$ cat config.mk
export PLATFORM = sky130hd
export DESIGN_NAME = ioc_config_control
export DESIGN_NICKNAME = d
export VERILOG_FILES = /design/src/hw/ioc_pkg.sv /design/src/hw/ioc_port_events.sv /design/src/hw/ioc_config_control.sv
export SDC_FILE = /design/constraint.sdc
export NUM_CORES = 1
export LEC_CHECK = 0
export ABC_AREA = 1
export ABC_CLOCK_PERIOD_IN_PS = 4900
export BUFFER_PORTS_ARGS = -buffer_cell sky130_fd_sc_hd__buf_2
export CORE_MARGIN = 1
export CORE_UTILIZATION = 55
export DETAILED_ROUTE_END_ITERATION = 10
export PLACE_DENSITY = 0.73
export SYNTH_ARGS = -nofsm -noshare
export SYNTH_HDL_FRONTEND = slang
export SYNTH_HIERARCHICAL = 1
export SYNTH_SLANG_ARGS = --single-unit
$ cat constraint.sdc
create_clock -name i_core_clk -period 4.9 [get_ports i_core_clk]
set_input_delay 0.49 -clock i_core_clk [delete_from_list [all_inputs] [get_ports i_core_clk]]
set_output_delay 0.49 -clock i_core_clk [all_outputs]
set_load 0.1 [all_outputs]
$ cat src/hw/ioc_pkg.sv
`default_nettype none
package ioc_pkg;

  // Port and pointer widths
  localparam int unsigned PORT_WIDTH = 8;
  localparam int unsigned PORT_COUNT = 2;
  localparam int unsigned ADDR_WIDTH = 5;

  // Register index within one port's group
  localparam logic [3:0] IDX_ENABLE = 4'h2;
  localparam logic [3:0] IDX_DEFAULT = 4'h3;
  localparam logic [3:0] IDX_SOURCE = 4'h4;
  localparam logic [3:0] IDX_CONFIG = 4'h5;
  localparam logic [3:0] IDX_FLAG = 4'h7;
  localparam logic [3:0] IDX_CAPTURE = 4'h8;
  localparam logic [3:0] IDX_PORT = 4'h9;
  localparam logic [3:0] IDX_LAST = 4'ha;

  // Address map limits
  localparam logic [4:0] BANK0_LAST_ADDR = 5'h15;
  localparam logic [4:0] POINTER_STEP = 5'h01;

  // Reset values
  localparam logic [7:0] ENABLE_RESET = 8'h00;
  localparam logic [7:0] DEFAULT_RESET = 8'h00;
  localparam logic [7:0] SOURCE_RESET = 8'h00;
  localparam logic [7:0] CONFIG_RESET = 8'h00;
  localparam logic [7:0] CONFIG_WRITE_MASK = 8'hfe;
  localparam logic [7:0] READ_ZERO = 8'h00;
  localparam logic [2:0] HW_ADDRESS_ZERO = 3'h0;

  // Configuration register, bit 7 first
  typedef struct packed {
    logic bank;
    logic mirror;
    logic sequential_disable_bit;
    logic slew_disable_bit;
    logic hw_address_enable_bit;
    logic open_drain_bit;
    logic interrupt_polarity_bit;
    logic unused0;
  } config_type;

  // Per-port change-interrupt setup
  typedef struct packed {
    logic [PORT_WIDTH-1:0] enable;
    logic [PORT_WIDTH-1:0] default_value;
    logic [PORT_WIDTH-1:0] source;
  } port_cfg_type;

  // Decoded register selection
  typedef struct packed {
    logic valid;
    logic port;
    logic [3:0] index;
  } reg_sel_type;

endpackage : ioc_pkg
`default_nettype wire

$ cat src/hw/ioc_port_events.sv
`timescale 1ns/1ns
`default_nettype none
module ioc_port_events (
  // Clock and reset
  input wire logic i_core_clk,
  input wire logic i_rst_b,
  input wire logic i_clk_en,
  // Setup and pins, already synchronised
  input wire ioc_pkg::port_cfg_type i_cfg,
  input wire logic [ioc_pkg::PORT_WIDTH-1:0] i_pin_level,
  input wire logic [ioc_pkg::PORT_WIDTH-1:0] i_pin_is_input,
  input wire logic i_clear,
  // Results
  output logic [ioc_pkg::PORT_WIDTH-1:0] o_flags,
  output logic [ioc_pkg::PORT_WIDTH-1:0] o_capture,
  output logic o_irq
);

  logic [ioc_pkg::PORT_WIDTH-1:0] prev_q;
  logic prev_valid_q;
  logic [ioc_pkg::PORT_WIDTH-1:0] flags_q;
  logic [ioc_pkg::PORT_WIDTH-1:0] capture_q;
  logic [ioc_pkg::PORT_WIDTH-1:0] ref_level;
  logic [ioc_pkg::PORT_WIDTH-1:0] mismatch;
  logic event_hit;
  logic active;

  // Reference per pin: default value or last sample
  assign ref_level = (i_cfg.source & i_cfg.default_value) | (~i_cfg.source & prev_q);
  // Only enabled input pins compare; no pin-change compare until one sample is held
  always_comb begin
    mismatch = i_cfg.enable & i_pin_is_input & (i_pin_level ^ ref_level);
    if (!prev_valid_q) begin
      mismatch = mismatch & i_cfg.source;
    end
  end
  assign event_hit = |mismatch;
  assign active = |flags_q;

  // Previous-value reference follows every sample
  always_ff @(posedge i_core_clk or negedge i_rst_b) begin
    if (!i_rst_b) begin
      prev_q <= '0;
      prev_valid_q <= 1'b0;
    end else if (i_clk_en) begin
      prev_q <= i_pin_level;
      prev_valid_q <= 1'b1;
    end
  end

  // Flags and capture freeze while active; a new event in the clear cycle wins
  always_ff @(posedge i_core_clk or negedge i_rst_b) begin
    if (!i_rst_b) begin
      flags_q <= '0;
      capture_q <= '0;
    end else if (i_clk_en) begin
      if (event_hit && (!active || i_clear)) begin
        flags_q <= mismatch;
        capture_q <= i_pin_level;
      end else if (i_clear) begin
        flags_q <= '0;
      end
    end
  end

  assign o_flags = flags_q;
  assign o_capture = capture_q;
  assign o_irq = active;

endmodule : ioc_port_events
`default_nettype wire

$ cat src/hw/ioc_config_control.sv
// Operation
// - Enable bit set arms pin change interrupt
// - Default compare: opposite pin level interrupts
// - Source bit picks default or previous value
// - Bank one: ports split at 0x00, 0x10
// - Bank zero: port registers interleaved, to 0x15
// - Bank change applies after byte; pointer untouched
// - Mirror ORs both ports onto both pins
// - Sequential disable freezes pointer, else increments
// - Slew disable clear enables data slew control
// - Serial variant, enable set: use address pins
// - Serial variant, enable clear: address zero
// - Two-wire variant always uses address pins
// - Open-drain bit overrides polarity, drives open-drain
// - Push-pull polarity bit selects active high
// - Only input pins raise change interrupts
// - Interrupt copies port value into capture
// - Capture or port read clears; writes don't
`timescale 1ns/1ns
`default_nettype none
module ioc_config_control #(
  parameter bit IS_SPI_VARIANT = 1'b1
) (
  // Clock, reset, enable
  input wire logic i_core_clk,
  input wire logic i_rst_b,
  input wire logic i_clk_en,
  // Byte access from the serial front end
  input wire logic i_ptr_load,
  input wire logic [ioc_pkg::ADDR_WIDTH-1:0] i_ptr_value,
  input wire logic i_reg_wr,
  input wire logic [7:0] i_reg_wdata,
  input wire logic i_rd_lsb_done,
  input wire logic i_byte_done,
  output logic [7:0] o_reg_rdata,
  output logic [ioc_pkg::ADDR_WIDTH-1:0] o_ptr,
  // Port pins and direction
  input wire logic [ioc_pkg::PORT_COUNT*ioc_pkg::PORT_WIDTH-1:0] i_port_pins,
  input wire logic [ioc_pkg::PORT_COUNT*ioc_pkg::PORT_WIDTH-1:0] i_pin_is_input,
  // Address pins
  input wire logic i_address_pin_2,
  input wire logic i_address_pin_1,
  input wire logic i_address_pin_0,
  output logic [2:0] o_hw_address,
  // Data line slew control
  output logic o_sda_slew_enable,
  // Interrupt pins
  output logic o_first_port_interrupt_pin_o,
  output logic o_first_port_interrupt_pin_oe,
  output logic o_second_port_interrupt_pin_o,
  output logic o_second_port_interrupt_pin_oe
);

  // Short names for the port geometry, used in every slice below
  localparam int unsigned W = ioc_pkg::PORT_WIDTH;
  localparam int unsigned NP = ioc_pkg::PORT_COUNT;

  // Map an address to port and register index for the given bank mode
  // Both maps share one index space, so the rest of the block never
  // needs to know which bank mode is active
  function automatic ioc_pkg::reg_sel_type decode_addr(
    input logic [ioc_pkg::ADDR_WIDTH-1:0] addr,
    input logic bank
  );
    ioc_pkg::reg_sel_type sel;
    sel = '0;
    if (bank) begin
      sel.port = addr[4];
      sel.index = addr[3:0];
      sel.valid = (addr[3:0] <= ioc_pkg::IDX_LAST);
    end else begin
      sel.port = addr[0];
      sel.index = {1'b0, addr[3:1]} | {addr[4], 3'h0};
      sel.valid = (addr <= ioc_pkg::BANK0_LAST_ADDR);
    end
    return sel;
  endfunction : decode_addr

  // True when the selection is a mapped slot holding the given register
  function automatic logic selects(
    input ioc_pkg::reg_sel_type s,
    input logic [3:0] idx
  );
    return s.valid && (s.index == idx);
  endfunction : selects

  // Pad drive for one interrupt pin, as {level, output enable}
  // Open drain only ever pulls low, so the polarity bit has no say there
  function automatic logic [1:0] pin_drive(
    input logic active,
    input ioc_pkg::config_type cfg
  );
    logic [1:0] drive;
    if (cfg.open_drain_bit) begin
      drive = {1'b0, active};
    end else begin
      drive = {active ~^ cfg.interrupt_polarity_bit, 1'b1};
    end
    return drive;
  endfunction : pin_drive

  // Slave address to match; the serial-peripheral variant may ignore its straps
  function automatic logic [2:0] address_choice(
    input logic [2:0] straps,
    input logic enable_bit
  );
    logic [2:0] chosen;
    chosen = straps;
    if (IS_SPI_VARIANT && !enable_bit) begin
      chosen = ioc_pkg::HW_ADDRESS_ZERO;
    end
    return chosen;
  endfunction : address_choice

  // Pin synchronisers; stage one is read by stage two only
  logic [NP*W-1:0] pins_meta_q;
  logic [NP*W-1:0] pins_q;
  logic [2:0] addr_meta_q;
  logic [2:0] addr_q;

  // Register state
  logic [ioc_pkg::ADDR_WIDTH-1:0] ptr_q;
  ioc_pkg::config_type config_q;
  logic [NP-1:0][W-1:0] enable_q;
  logic [NP-1:0][W-1:0] default_q;
  logic [NP-1:0][W-1:0] source_q;
  logic [7:0] rdata_q;
  logic [NP-1:0] int_o_q;
  logic [NP-1:0] int_oe_q;
  logic [2:0] hw_address_q;
  logic slew_enable_q;

  // Per-port results
  logic [NP-1:0][W-1:0] flags;
  logic [NP-1:0][W-1:0] capture;
  logic [NP-1:0] port_irq;
  logic [NP-1:0] port_clear;
  logic [NP-1:0] pin_active;

  ioc_pkg::reg_sel_type sel;
  logic [7:0] read_mux;

  // Decode follows the live bank bit, so a remap takes effect on the next access
  assign sel = decode_addr(ptr_q, config_q.bank);

  // Two-stage sampling of asynchronous pins
  // Costs two edges of latency on every pin change, traded for a settled level
  always_ff @(posedge i_core_clk or negedge i_rst_b) begin
    if (!i_rst_b) begin
      pins_meta_q <= '0;
      pins_q <= '0;
      addr_meta_q <= ioc_pkg::HW_ADDRESS_ZERO;
      addr_q <= ioc_pkg::HW_ADDRESS_ZERO;
    end else if (i_clk_en) begin
      pins_meta_q <= i_port_pins;
      pins_q <= pins_meta_q;
      addr_meta_q <= {i_address_pin_2, i_address_pin_1, i_address_pin_0};
      addr_q <= addr_meta_q;
    end
  end

  // Address pointer: load from the front end, then step per byte unless frozen
  // A load wins over a step so a new command always starts where it was aimed
  always_ff @(posedge i_core_clk or negedge i_rst_b) begin
    if (!i_rst_b) begin
      ptr_q <= '0;
    end else if (i_clk_en) begin
      if (i_ptr_load) begin
        ptr_q <= i_ptr_value;
      end else if (i_byte_done && !config_q.sequential_disable_bit) begin
        ptr_q <= ptr_q + ioc_pkg::POINTER_STEP;
      end
    end
  end

  // Configuration register, shared by both ports' slots
  // A bank change remaps at once but leaves the pointer where it is,
  // so a following auto-step can land on an unmapped slot
  always_ff @(posedge i_core_clk or negedge i_rst_b) begin
    if (!i_rst_b) begin
      config_q <= ioc_pkg::CONFIG_RESET;
    end else if (i_clk_en) begin
      if (i_reg_wr && selects(sel, ioc_pkg::IDX_CONFIG)) begin
        config_q <= i_reg_wdata & ioc_pkg::CONFIG_WRITE_MASK;
      end
    end
  end

  // Per-port change-interrupt setup registers
  // Writes to read-only or foreign slots fall through the default branch; unmapped slots never reach the case
  always_ff @(posedge i_core_clk or negedge i_rst_b) begin
    if (!i_rst_b) begin
      enable_q <= {NP{ioc_pkg::ENABLE_RESET}};
      default_q <= {NP{ioc_pkg::DEFAULT_RESET}};
      source_q <= {NP{ioc_pkg::SOURCE_RESET}};
    end else if (i_clk_en && i_reg_wr && sel.valid) begin
      case (sel.index)
        ioc_pkg::IDX_ENABLE: begin
          enable_q[sel.port] <= i_reg_wdata;
        end
        ioc_pkg::IDX_DEFAULT: begin
          default_q[sel.port] <= i_reg_wdata;
        end
        ioc_pkg::IDX_SOURCE: begin
          source_q[sel.port] <= i_reg_wdata;
        end
        default: begin
        end
      endcase
    end
  end

  // Read multiplexer; unmapped slots and foreign registers read zero
  // Reading zero keeps a stray pointer after a remap harmless to the host
  always_comb begin
    read_mux = ioc_pkg::READ_ZERO;
    if (sel.valid) begin
      case (sel.index)
        ioc_pkg::IDX_ENABLE: begin
          read_mux = enable_q[sel.port];
        end
        ioc_pkg::IDX_DEFAULT: begin
          read_mux = default_q[sel.port];
        end
        ioc_pkg::IDX_SOURCE: begin
          read_mux = source_q[sel.port];
        end
        ioc_pkg::IDX_CONFIG: begin
          read_mux = config_q & ioc_pkg::CONFIG_WRITE_MASK;
        end
        ioc_pkg::IDX_FLAG: begin
          read_mux = flags[sel.port];
        end
        ioc_pkg::IDX_CAPTURE: begin
          read_mux = capture[sel.port];
        end
        ioc_pkg::IDX_PORT: begin
          read_mux = pins_q[sel.port*W +: W];
        end
        default: begin
          read_mux = ioc_pkg::READ_ZERO;
        end
      endcase
    end
  end

  // Read data follows the pointer one cycle later
  // The front end must allow that cycle before it shifts the byte out
  always_ff @(posedge i_core_clk or negedge i_rst_b) begin
    if (!i_rst_b) begin
      rdata_q <= ioc_pkg::READ_ZERO;
    end else if (i_clk_en) begin
      rdata_q <= read_mux;
    end
  end

  // Per-port event logic; clear only on the read's last bit, never on a write
  generate
    for (genvar p = 0; p < NP; p++) begin : g_port
      ioc_pkg::port_cfg_type cfg;
      assign cfg.enable = enable_q[p];
      assign cfg.default_value = default_q[p];
      assign cfg.source = source_q[p];
      // Only the capture or port slot of this very port clears it
      assign port_clear[p] = i_rd_lsb_done && (sel.port == 1'(p)) &&
                             (selects(sel, ioc_pkg::IDX_CAPTURE) || selects(sel, ioc_pkg::IDX_PORT));

      ioc_port_events u_events (
        .i_core_clk(i_core_clk),
        .i_rst_b(i_rst_b),
        .i_clk_en(i_clk_en),
        .i_cfg(cfg),
        .i_pin_level(pins_q[p*W +: W]),
        .i_pin_is_input(i_pin_is_input[p*W +: W]),
        .i_clear(port_clear[p]),
        .o_flags(flags[p]),
        .o_capture(capture[p]),
        .o_irq(port_irq[p])
      );

      // Mirroring ORs both ports so either pin reports any port
      assign pin_active[p] = config_q.mirror ? (|port_irq) : port_irq[p];
    end
  endgenerate

  // Interrupt pin drivers, registered so the pads never see decode glitches
  // Reset leaves both pins inactive for the default active-low push-pull setup
  always_ff @(posedge i_core_clk or negedge i_rst_b) begin
    if (!i_rst_b) begin
      int_o_q <= '1;
      int_oe_q <= '1;
    end else if (i_clk_en) begin
      for (int p = 0; p < NP; p++) begin
        {int_o_q[p], int_oe_q[p]} <= pin_drive(pin_active[p], config_q);
      end
    end
  end

  // Slave address and slew control follow configuration
  // Both settle one edge after the configuration write that changes them
  always_ff @(posedge i_core_clk or negedge i_rst_b) begin
    if (!i_rst_b) begin
      hw_address_q <= ioc_pkg::HW_ADDRESS_ZERO;
      slew_enable_q <= 1'b0;
    end else if (i_clk_en) begin
      hw_address_q <= address_choice(addr_q, config_q.hw_address_enable_bit);
      slew_enable_q <= !config_q.slew_disable_bit;
    end
  end

  // Every output comes straight from a register
  assign o_reg_rdata = rdata_q;
  assign o_ptr = ptr_q;
  assign o_hw_address = hw_address_q;
  assign o_sda_slew_enable = slew_enable_q;
  assign o_first_port_interrupt_pin_o = int_o_q[0];
  assign o_first_port_interrupt_pin_oe = int_oe_q[0];
  assign o_second_port_interrupt_pin_o = int_o_q[1];
  assign o_second_port_interrupt_pin_oe = int_oe_q[1];

endmodule : ioc_config_control
`default_nettype wire

==> impl_metrics.ini, run 1 <==
[run_status]
status = completed

[logic_synthesis]
synth_cell_type_count = 38
synth.avg_cell_area_um2 = 7.373
synthTopCellsByCount = nand2_1, nand3_1, dfrtp_1, inv_1, nor2_1
synthTopCellsByArea = dfrtp_1, nand2_1, nand3_1, inv_1, nor2_1
synth_top_area_share_pct = 44.84
synthesis.area_um2 = 8929
synthCells = 1211
synth.net_count = 1269
synth-async-reset-ratio_pct = 100.0
synth_most_common_cell = nand2_1
ys_ff_latch = 164
synth.largest_area_cell = dfrtp_1
synth_seq_area_share_pct = 46.02
synth_edf_count = 0
synth_ff_type = dfrtp_1
synth_warnings = 6

[sta]
finalCriticalPeriod_ns = 3.133
clock_skew_ns = 0.008000
slew_headroom_pct = 45.03
setup_viol = 0
period_share_pct = 63.93
rsz0062_at_grt = no
fin_setup_tns_ns = 0
max_freq_mhz = 319.2
tightest_slew_ns = 0.8225
final_max_slew_viol_count = 0
hold_ws_ns = 0.04065
hold_violations = 0

[final_layout]
n_fill_cell = 1435
n_antenna_cell = 0
drive_above_1_share_pct = 15.87
nets = 1324
area.growth.synth_to_final_pct = 11.80

[cts]
htree_num_levels = 4
ctsHoldBuffers = 0
clock_sinks = 164
clockBufferDepth = 2
post_cts_buffers = 0
clk_pin_slew_ns = 0.07
cts_buffers = 17
clkLatencyLatePin_ns = 0.44
cts_resized = 0
cts-root-buf = clkbuf_16
cts_tree = done

[critical_path]
slowest_delay_ns = 0.67
critical_path_buf_inv_count = 0
critPathKind = reg2reg
cp.depth = 8
r2r_cells = 8
crit_path_start_kind = flop
crit_chain = nand2_1 -> nand2_2 -> nor3_2 -> nor2_1 -> nor2_4 -> nand2_8 -> nand2_1 -> o21ai_2
cp.required_ns = 5.22
critical-path-top-delay-family = simple AND/OR/NAND/NOR gates
worstPathMaxFanout = 30
worstPathArrival_ns = 3.45
critPathCaptureType = flop
cp_slowest_cell = nand2_1
cpMostUsedCell = nand2_1

[min_path]
hold_class = in2async

[drt]
highest_layer = met4
m1WireLength_um = 11280
ant_nets = 0
routed_wl_um = 26260
wl_met3_um = 2195
drtIter0Drc = 815
wl_met2_um = 11720
wl_per_cell_um = 17.57
drcViolationCount = 0
drt-vias-per-instance = 5.583
num_vias = 8347
drtPass1Iterations = 5

[power_and_ir_drop]
comb_power_share_pct = 39.0
switching_power_uw = 2752
pwr-share-clk_pct = 24.4
p_int_uw = 3135
switching_share_pct = 46.75
p_leak_uw = 0.005447
power_frac_seq_pct = 36.5
vdd_drop_max_mv = 0.3464
p_per_area_nw_per_um2 = 589.7
power_uw = 5887

[global_routing]
grt_max_degree = 97
grt_usage_pct = 33.59
grt_pass1_wl_um = 41740
first_global_vias = 7751
grt-ovfl-total = 0
antenna_found_initial = 0

[die]
core_um2 = 15890
placement_rows = 46
die-area_um2 = 16750
die_w_um = 129.4
start_util_pct = 56.21
die_h_um = 129.4
boundaryPins = 76

[job]
drv_cap = 0

[placed_design]
place_hpwl_um = 18590
gp_congestion = 0.9577
portBuffers = 75
==> logic make-up (layout without fill, tap and decap cells) <==
family | Yosys count | in the layout | share of synthesized area, %
buffers and inverters | 124 | 192 | 6.516
adder cells (fa/ha/maj) | 3 | 3 | 0.4204
XOR/XNOR | 2 | 2 | 0.1962
flip-flops | 164 | 164 | 46.02
AND/OR/NAND/NOR | 826 | 826 | 40.85
AO/OA/AOI/OAI | 92 | 92 | 5.998
==> metrics by stage <==
step,setup WS (ns),cells,cell area (um^2),utilization [%]
after floorplan,2.051,1211,8929,-
after global placement,2.020,1463,9351,58.87
after detailed placement,1.939,1463,9351,58.87
after CTS,1.901,1495,9982,62.84
after global routing,1.596,1495,9982,62.84
final,1.767,1495,9982,62.84
==> power groups by stage <==
stage	Combinational [uW]	Sequential, uW	Clock, uW
3_3_place_gp	2210	2160	0
4_1_cts	2270	2130	1450
6_report	2300	2150	1440
5_1_grt	2550	2180	1500
3_5_place_dp	2250	2150	0
2_1_floorplan	1580	2300	0
==> layer usage <==
layer	track usage [%]	up-vias
met4	14.57	0
met1	47.05	3907
met5	0	-
met2	50.89	403
li1	-	3960
met3	6.689	77
==> state kept, by name (all words and copies together), names as in the netlist, 5 cells and up <==
name	cells
pins_meta_q	16
g_port.u_events/o_capture	16
o_reg_rdata	8
pins_q	16
config_q	7
enable_q	16
o_ptr	5
g_port.u_events/o_flags	16
g_port.cfg	16
default_q	16
g_port.u_events/prev_q	16
==> final timing paths <==
| kind | end | startpoint | slack (ns) |
|---|---|---|---|
| max | g_port[0].u_events/o_capture[5] | config_q[7] | 1.77 |
| min | o_ptr[3] | i_rst_b | 0.04 |
| max reg2reg | g_port[0].u_events/o_capture[5] | config_q[7] | 1.77 |
| min reg2reg | pins_meta_q[8] | pins_meta_q[8] | 0.47 |
| max in group asynchronous | pins_q[9] | i_rst_b | 3.91 |
| min in group i_core_clk | addr_meta_q[2] | i_address_pin_2 | 0.25 |
==> cells in the final DEF (no fill, tap or decap), types with 2 or more instances in the layout <==
cell        Yosys  final
nand2_1       536    535
nand3_1       167    167
dfrtp_1       160    160
buf_2           9     74
inv_1          62     62
nor2_1         53     53
o21ai_0        37     37
nand2_2        27     28
a21oi_1        23     23
inv_2          17     17
clkbuf_16       0     17
o21ai_2        16     16
nand3b_1       16     16
o21ai_1        10     10
nor2_4          9      9
nor2_2          4      4
inv_6           0      4
dfstp_2         4      4
buf_4           6      4
nand2_4         3      3
ha_1            3      3
inv_8           0      3
bufinv_16       0      3
xor2_1          2      2
o211ai_1        2      2
nor2_8          2      2
clkinv_4        0      2
clkinvlp_4      0      2
nand3_2         2      2
nand2_8         2      2
==> cell type report <==
cell class	instances	area, um^2	area share, %
multi-input combinational	923	4240	42.48
clock inverter	14	191.4	1.918
timing repair buffer	80	431.7	4.324
tap	216	270.3	2.707
clock buffer	18	439.2	4.400
inverter	80	300.3	3.008
sequential	164	4109	41.16
Power figures use the tool's default switching activity.
==> run 2: changes to the inputs <==
--- a/config.mk
+++ b/config.mk
@@ -5,13 +5,13 @@
 export SDC_FILE = /design/constraint.sdc
 export NUM_CORES = 1
 export LEC_CHECK = 0
-export ABC_AREA = 1
-export ABC_CLOCK_PERIOD_IN_PS = 4900
+export ABC_AREA = 0
+export ABC_CLOCK_PERIOD_IN_PS = 2800
 export BUFFER_PORTS_ARGS = -buffer_cell sky130_fd_sc_hd__buf_2
 export CORE_MARGIN = 1
-export CORE_UTILIZATION = 55
+export CORE_UTILIZATION = 54
 export DETAILED_ROUTE_END_ITERATION = 10
-export PLACE_DENSITY = 0.73
+export PLACE_DENSITY = 0.75
 export SYNTH_ARGS = -nofsm -noshare
 export SYNTH_HDL_FRONTEND = slang
 export SYNTH_HIERARCHICAL = 1
==> constraint.sdc (replaced) <==
create_clock -name i_core_clk -period 2.8 [get_ports i_core_clk]
set_input_delay 0.28 -clock i_core_clk [delete_from_list [all_inputs] [get_ports i_core_clk]]
set_output_delay 0.28 -clock i_core_clk [all_outputs]
set_load 0.1 [all_outputs]
==> run 2 against run 1 <==
  * The run now ends with DRC left
  * Routed wire length decreased by 17%
  * Critical path depth decreased by 4
  * Clock-buffer cell count decreased by 1
  * Maximum frequency increased by 16%
  * Worst setup slack got worse by 1.7 ns
  * Cell count decreased by 36%
  * Worst hold slack improved by 0.035 ns
  * Critical path type unchanged
  * Critical endpoint is now enable_q[5]
  * Largest cell class is now flip-flops and latches
  * Largest power group unchanged
  * Highest routed layer unchanged
==> impl_metrics.ini, run 2 <==
[placed_design]
placed_cells = 919
placed_area_um2 = 8869
gp_congestion = 0.9749
portBuffers = 75
place_hpwl_um = 15480

[cts]
cts_tree = done
clock_sinks = 164
cts-root-buf = clkbuf_16
cts_resized = 0
clkLatencyLatePin_ns = 0.43
htree_num_levels = 4
cts_buffers = 17
ctsHoldBuffers = 1
clk_pin_slew_ns = 0.06
clockBufferDepth = 2
post_cts_buffers = 0

[final_layout]
fin_util_pct = 64.45
nets = 813
n_fill_cell = 1098
fin_area_um2 = 9473
area.growth.synth_to_final_pct = 15.17
mostFrequentLayoutCell = dfrtp_1
multi_input_area_um2 = 3905
final_cells = 952
n_antenna_cell = 0
drive_above_1_share_pct = 38.54
ff_latch_area_um2 = 4111
layout_common_cells = dfrtp_1, mux2_2, buf_2

[die]
die_h_um = 125.4
start_util_pct = 55.96
boundaryPins = 76
placement_rows = 44
core_um2 = 14700
die_w_um = 125.4
die-area_um2 = 15730

[sta]
finalCriticalPeriod_ns = 2.697
max_freq_mhz = 370.8
slew_headroom_pct = 38.75
clock_skew_ns = 0.009396
final_max_slew_viol_count = 0
fin_setup_tns_ns = 0
period_share_pct = 96.33
rsz0062_at_grt = no
hold_violations = 0
tightest_slew_ns = 0.9119
setup_viol = 0

[run_status]
status = finished, violations left
violations = DRC

[logic_synthesis]
synthesis.area_um2 = 8225
synthCells = 667
synth.avg_cell_area_um2 = 12.33
synth_ff_type = dfrtp_1
ys_ff_latch = 164
synthTopCellsByArea = dfrtp_1, mux2_2, mux2i_1, nand2_1, a21oi_1
synth_seq_area_share_pct = 49.95
synth_top_area_share_pct = 48.68
synth_warnings = 6
synth_edf_count = 0
synthTopCellsByCount = dfrtp_1, mux2_2, nand2_1, a21oi_1, mux2i_1
synth-async-reset-ratio_pct = 100.0
synth.net_count = 725
synth_most_common_cell = dfrtp_1
synth_cell_type_count = 59
synth.largest_area_cell = dfrtp_1

[critical_path]
crit_path_start_kind = flop
worstPathArrival_ns = 3.01
timing.rr.start = o_ptr[1]
regToRegSetupSlack_ns = 0.10
critPathKind = reg2reg
cp.required_ns = 3.11
r2r_cells = 4
critPathCaptureType = flop
r2r_end = enable_q[5]
worstPathMaxFanout = 18

[power_and_ir_drop]
switching_power_uw = 4180
p_int_uw = 6047
p_leak_uw = 0.004197
vdd_drop_max_mv = 0.5011
p_per_area_nw_per_um2 = 1080
pwr-share-clk_pct = 23.0
power_frac_seq_pct = 38.4
comb_power_share_pct = 38.6
switching_share_pct = 40.87

[global_routing]
first_global_vias = 6190
grt-ovfl-total = 0
antenna_found_initial = 0
grt_max_degree = 65
grt_usage_pct = 29.16
grt_pass1_wl_um = 34330

[drt]
wl_per_cell_um = 22.96
drcViolationCount = 7
drt-vias-per-instance = 6.360
drtIter0Drc = 581
routed_wl_um = 21850
drtPass1Iterations = 8
num_vias = 6055
ant_nets = 0

[min_path]
hold_end = pins_meta_q[3]
hold_class = in2reg
hold_path.startpoint = i_port_pins[3]
min_path_cells = 2

[job]
drv_cap = 0
==> run 2: power by group through the flow <==
| stage | sequential, uW | combinational, uW | clock [uW] |
|---|---|---|---|
| after floorplan | 4240 | 2490 | 0 |
| after global placement | 3900 | 3780 | 0 |
| after detailed placement | 3940 | 3880 | 0 |
| after CTS | 3910 | 3920 | 2380 |
| after global routing | 3990 | 4180 | 2480 |
| final | 3930 | 3950 | 2350 |
==> run 2: cell type report <==
type / count / share of cell area (%)
Sequential cell: 164 / 43.40
Clock buffer: 17 / 4.491
Tap cell: 184 / 2.430
Timing Repair Buffer: 100 / 6.195
Clock inverter: 15 / 1.783
Multi-Input combinational cell: 460 / 41.22
Inverter: 12 / 0.4755
==> run 2: cells by family (layout without fill, tap and decap cells) <==
| logic type | after synthesis | after routing | share of synthesized area [%] |
|---|---|---|---|
| multiplexers | 161 | 161 | 21.78 |
| flip-flops | 164 | 164 | 49.95 |
| AO/OA/AOI/OAI | 140 | 140 | 13.48 |
| buffers and inverters | 43 | 144 | 2.677 |
| XOR/XNOR | 18 | 18 | 1.917 |
| AND/OR/NAND/NOR | 138 | 138 | 9.735 |
| adder cells (fa/ha/maj) | 3 | 3 | 0.4564 |
==> run 2: how the worst max path moves through the flow <==
stage | from | slack [ns] | depth (start not counted) | end
6_report | o_ptr[1] | 0.10 | 4 | enable_q[5]
5_1_grt | o_ptr[1] | 0.03 | 6 | enable_q[0]
4_1_cts | o_ptr[1] | 0.15 | 4 | enable_q[5]
3_5_place_dp | o_ptr[1] | 0.17 | 4 | enable_q[7]
3_3_place_gp | o_ptr[1] | 0.22 | 6 | enable_q[0]
2_1_floorplan | o_ptr[1] | 0.12 | 6 | config_q[2]
==> run 2: through the flow <==
step	worst slack [ns]	hold slack [ns]	total power, uW
global route	0.03446	0.05718	10660
global placement	0.2180	0.2505	7678
CTS	0.1539	0.06047	10220
finish	0.1028	0.07582	10230
detailed placement	0.1739	0.2537	7827
floorplan	0.1169	-0.01559	6732
==> run 2: worst max-delay path: stages, from the launching register on <==
cell      delay [ns]
dfrtp_1         0.70
and4bb_2        0.34
o21ai_2         0.24
nor4_4          0.87
mux2_2          0.42
==> run 2: per-layer routing <==
layer,wire length [um],share of wire (%),global-route usage (%),vias up
met2,10210,47,44.54,339
met4,978,4.5,15.85,0
met5,0,0,0,-
met3,1526,7.0,6.590,73
met1,9139,42,38.79,2985
li1,-,-,-,2658
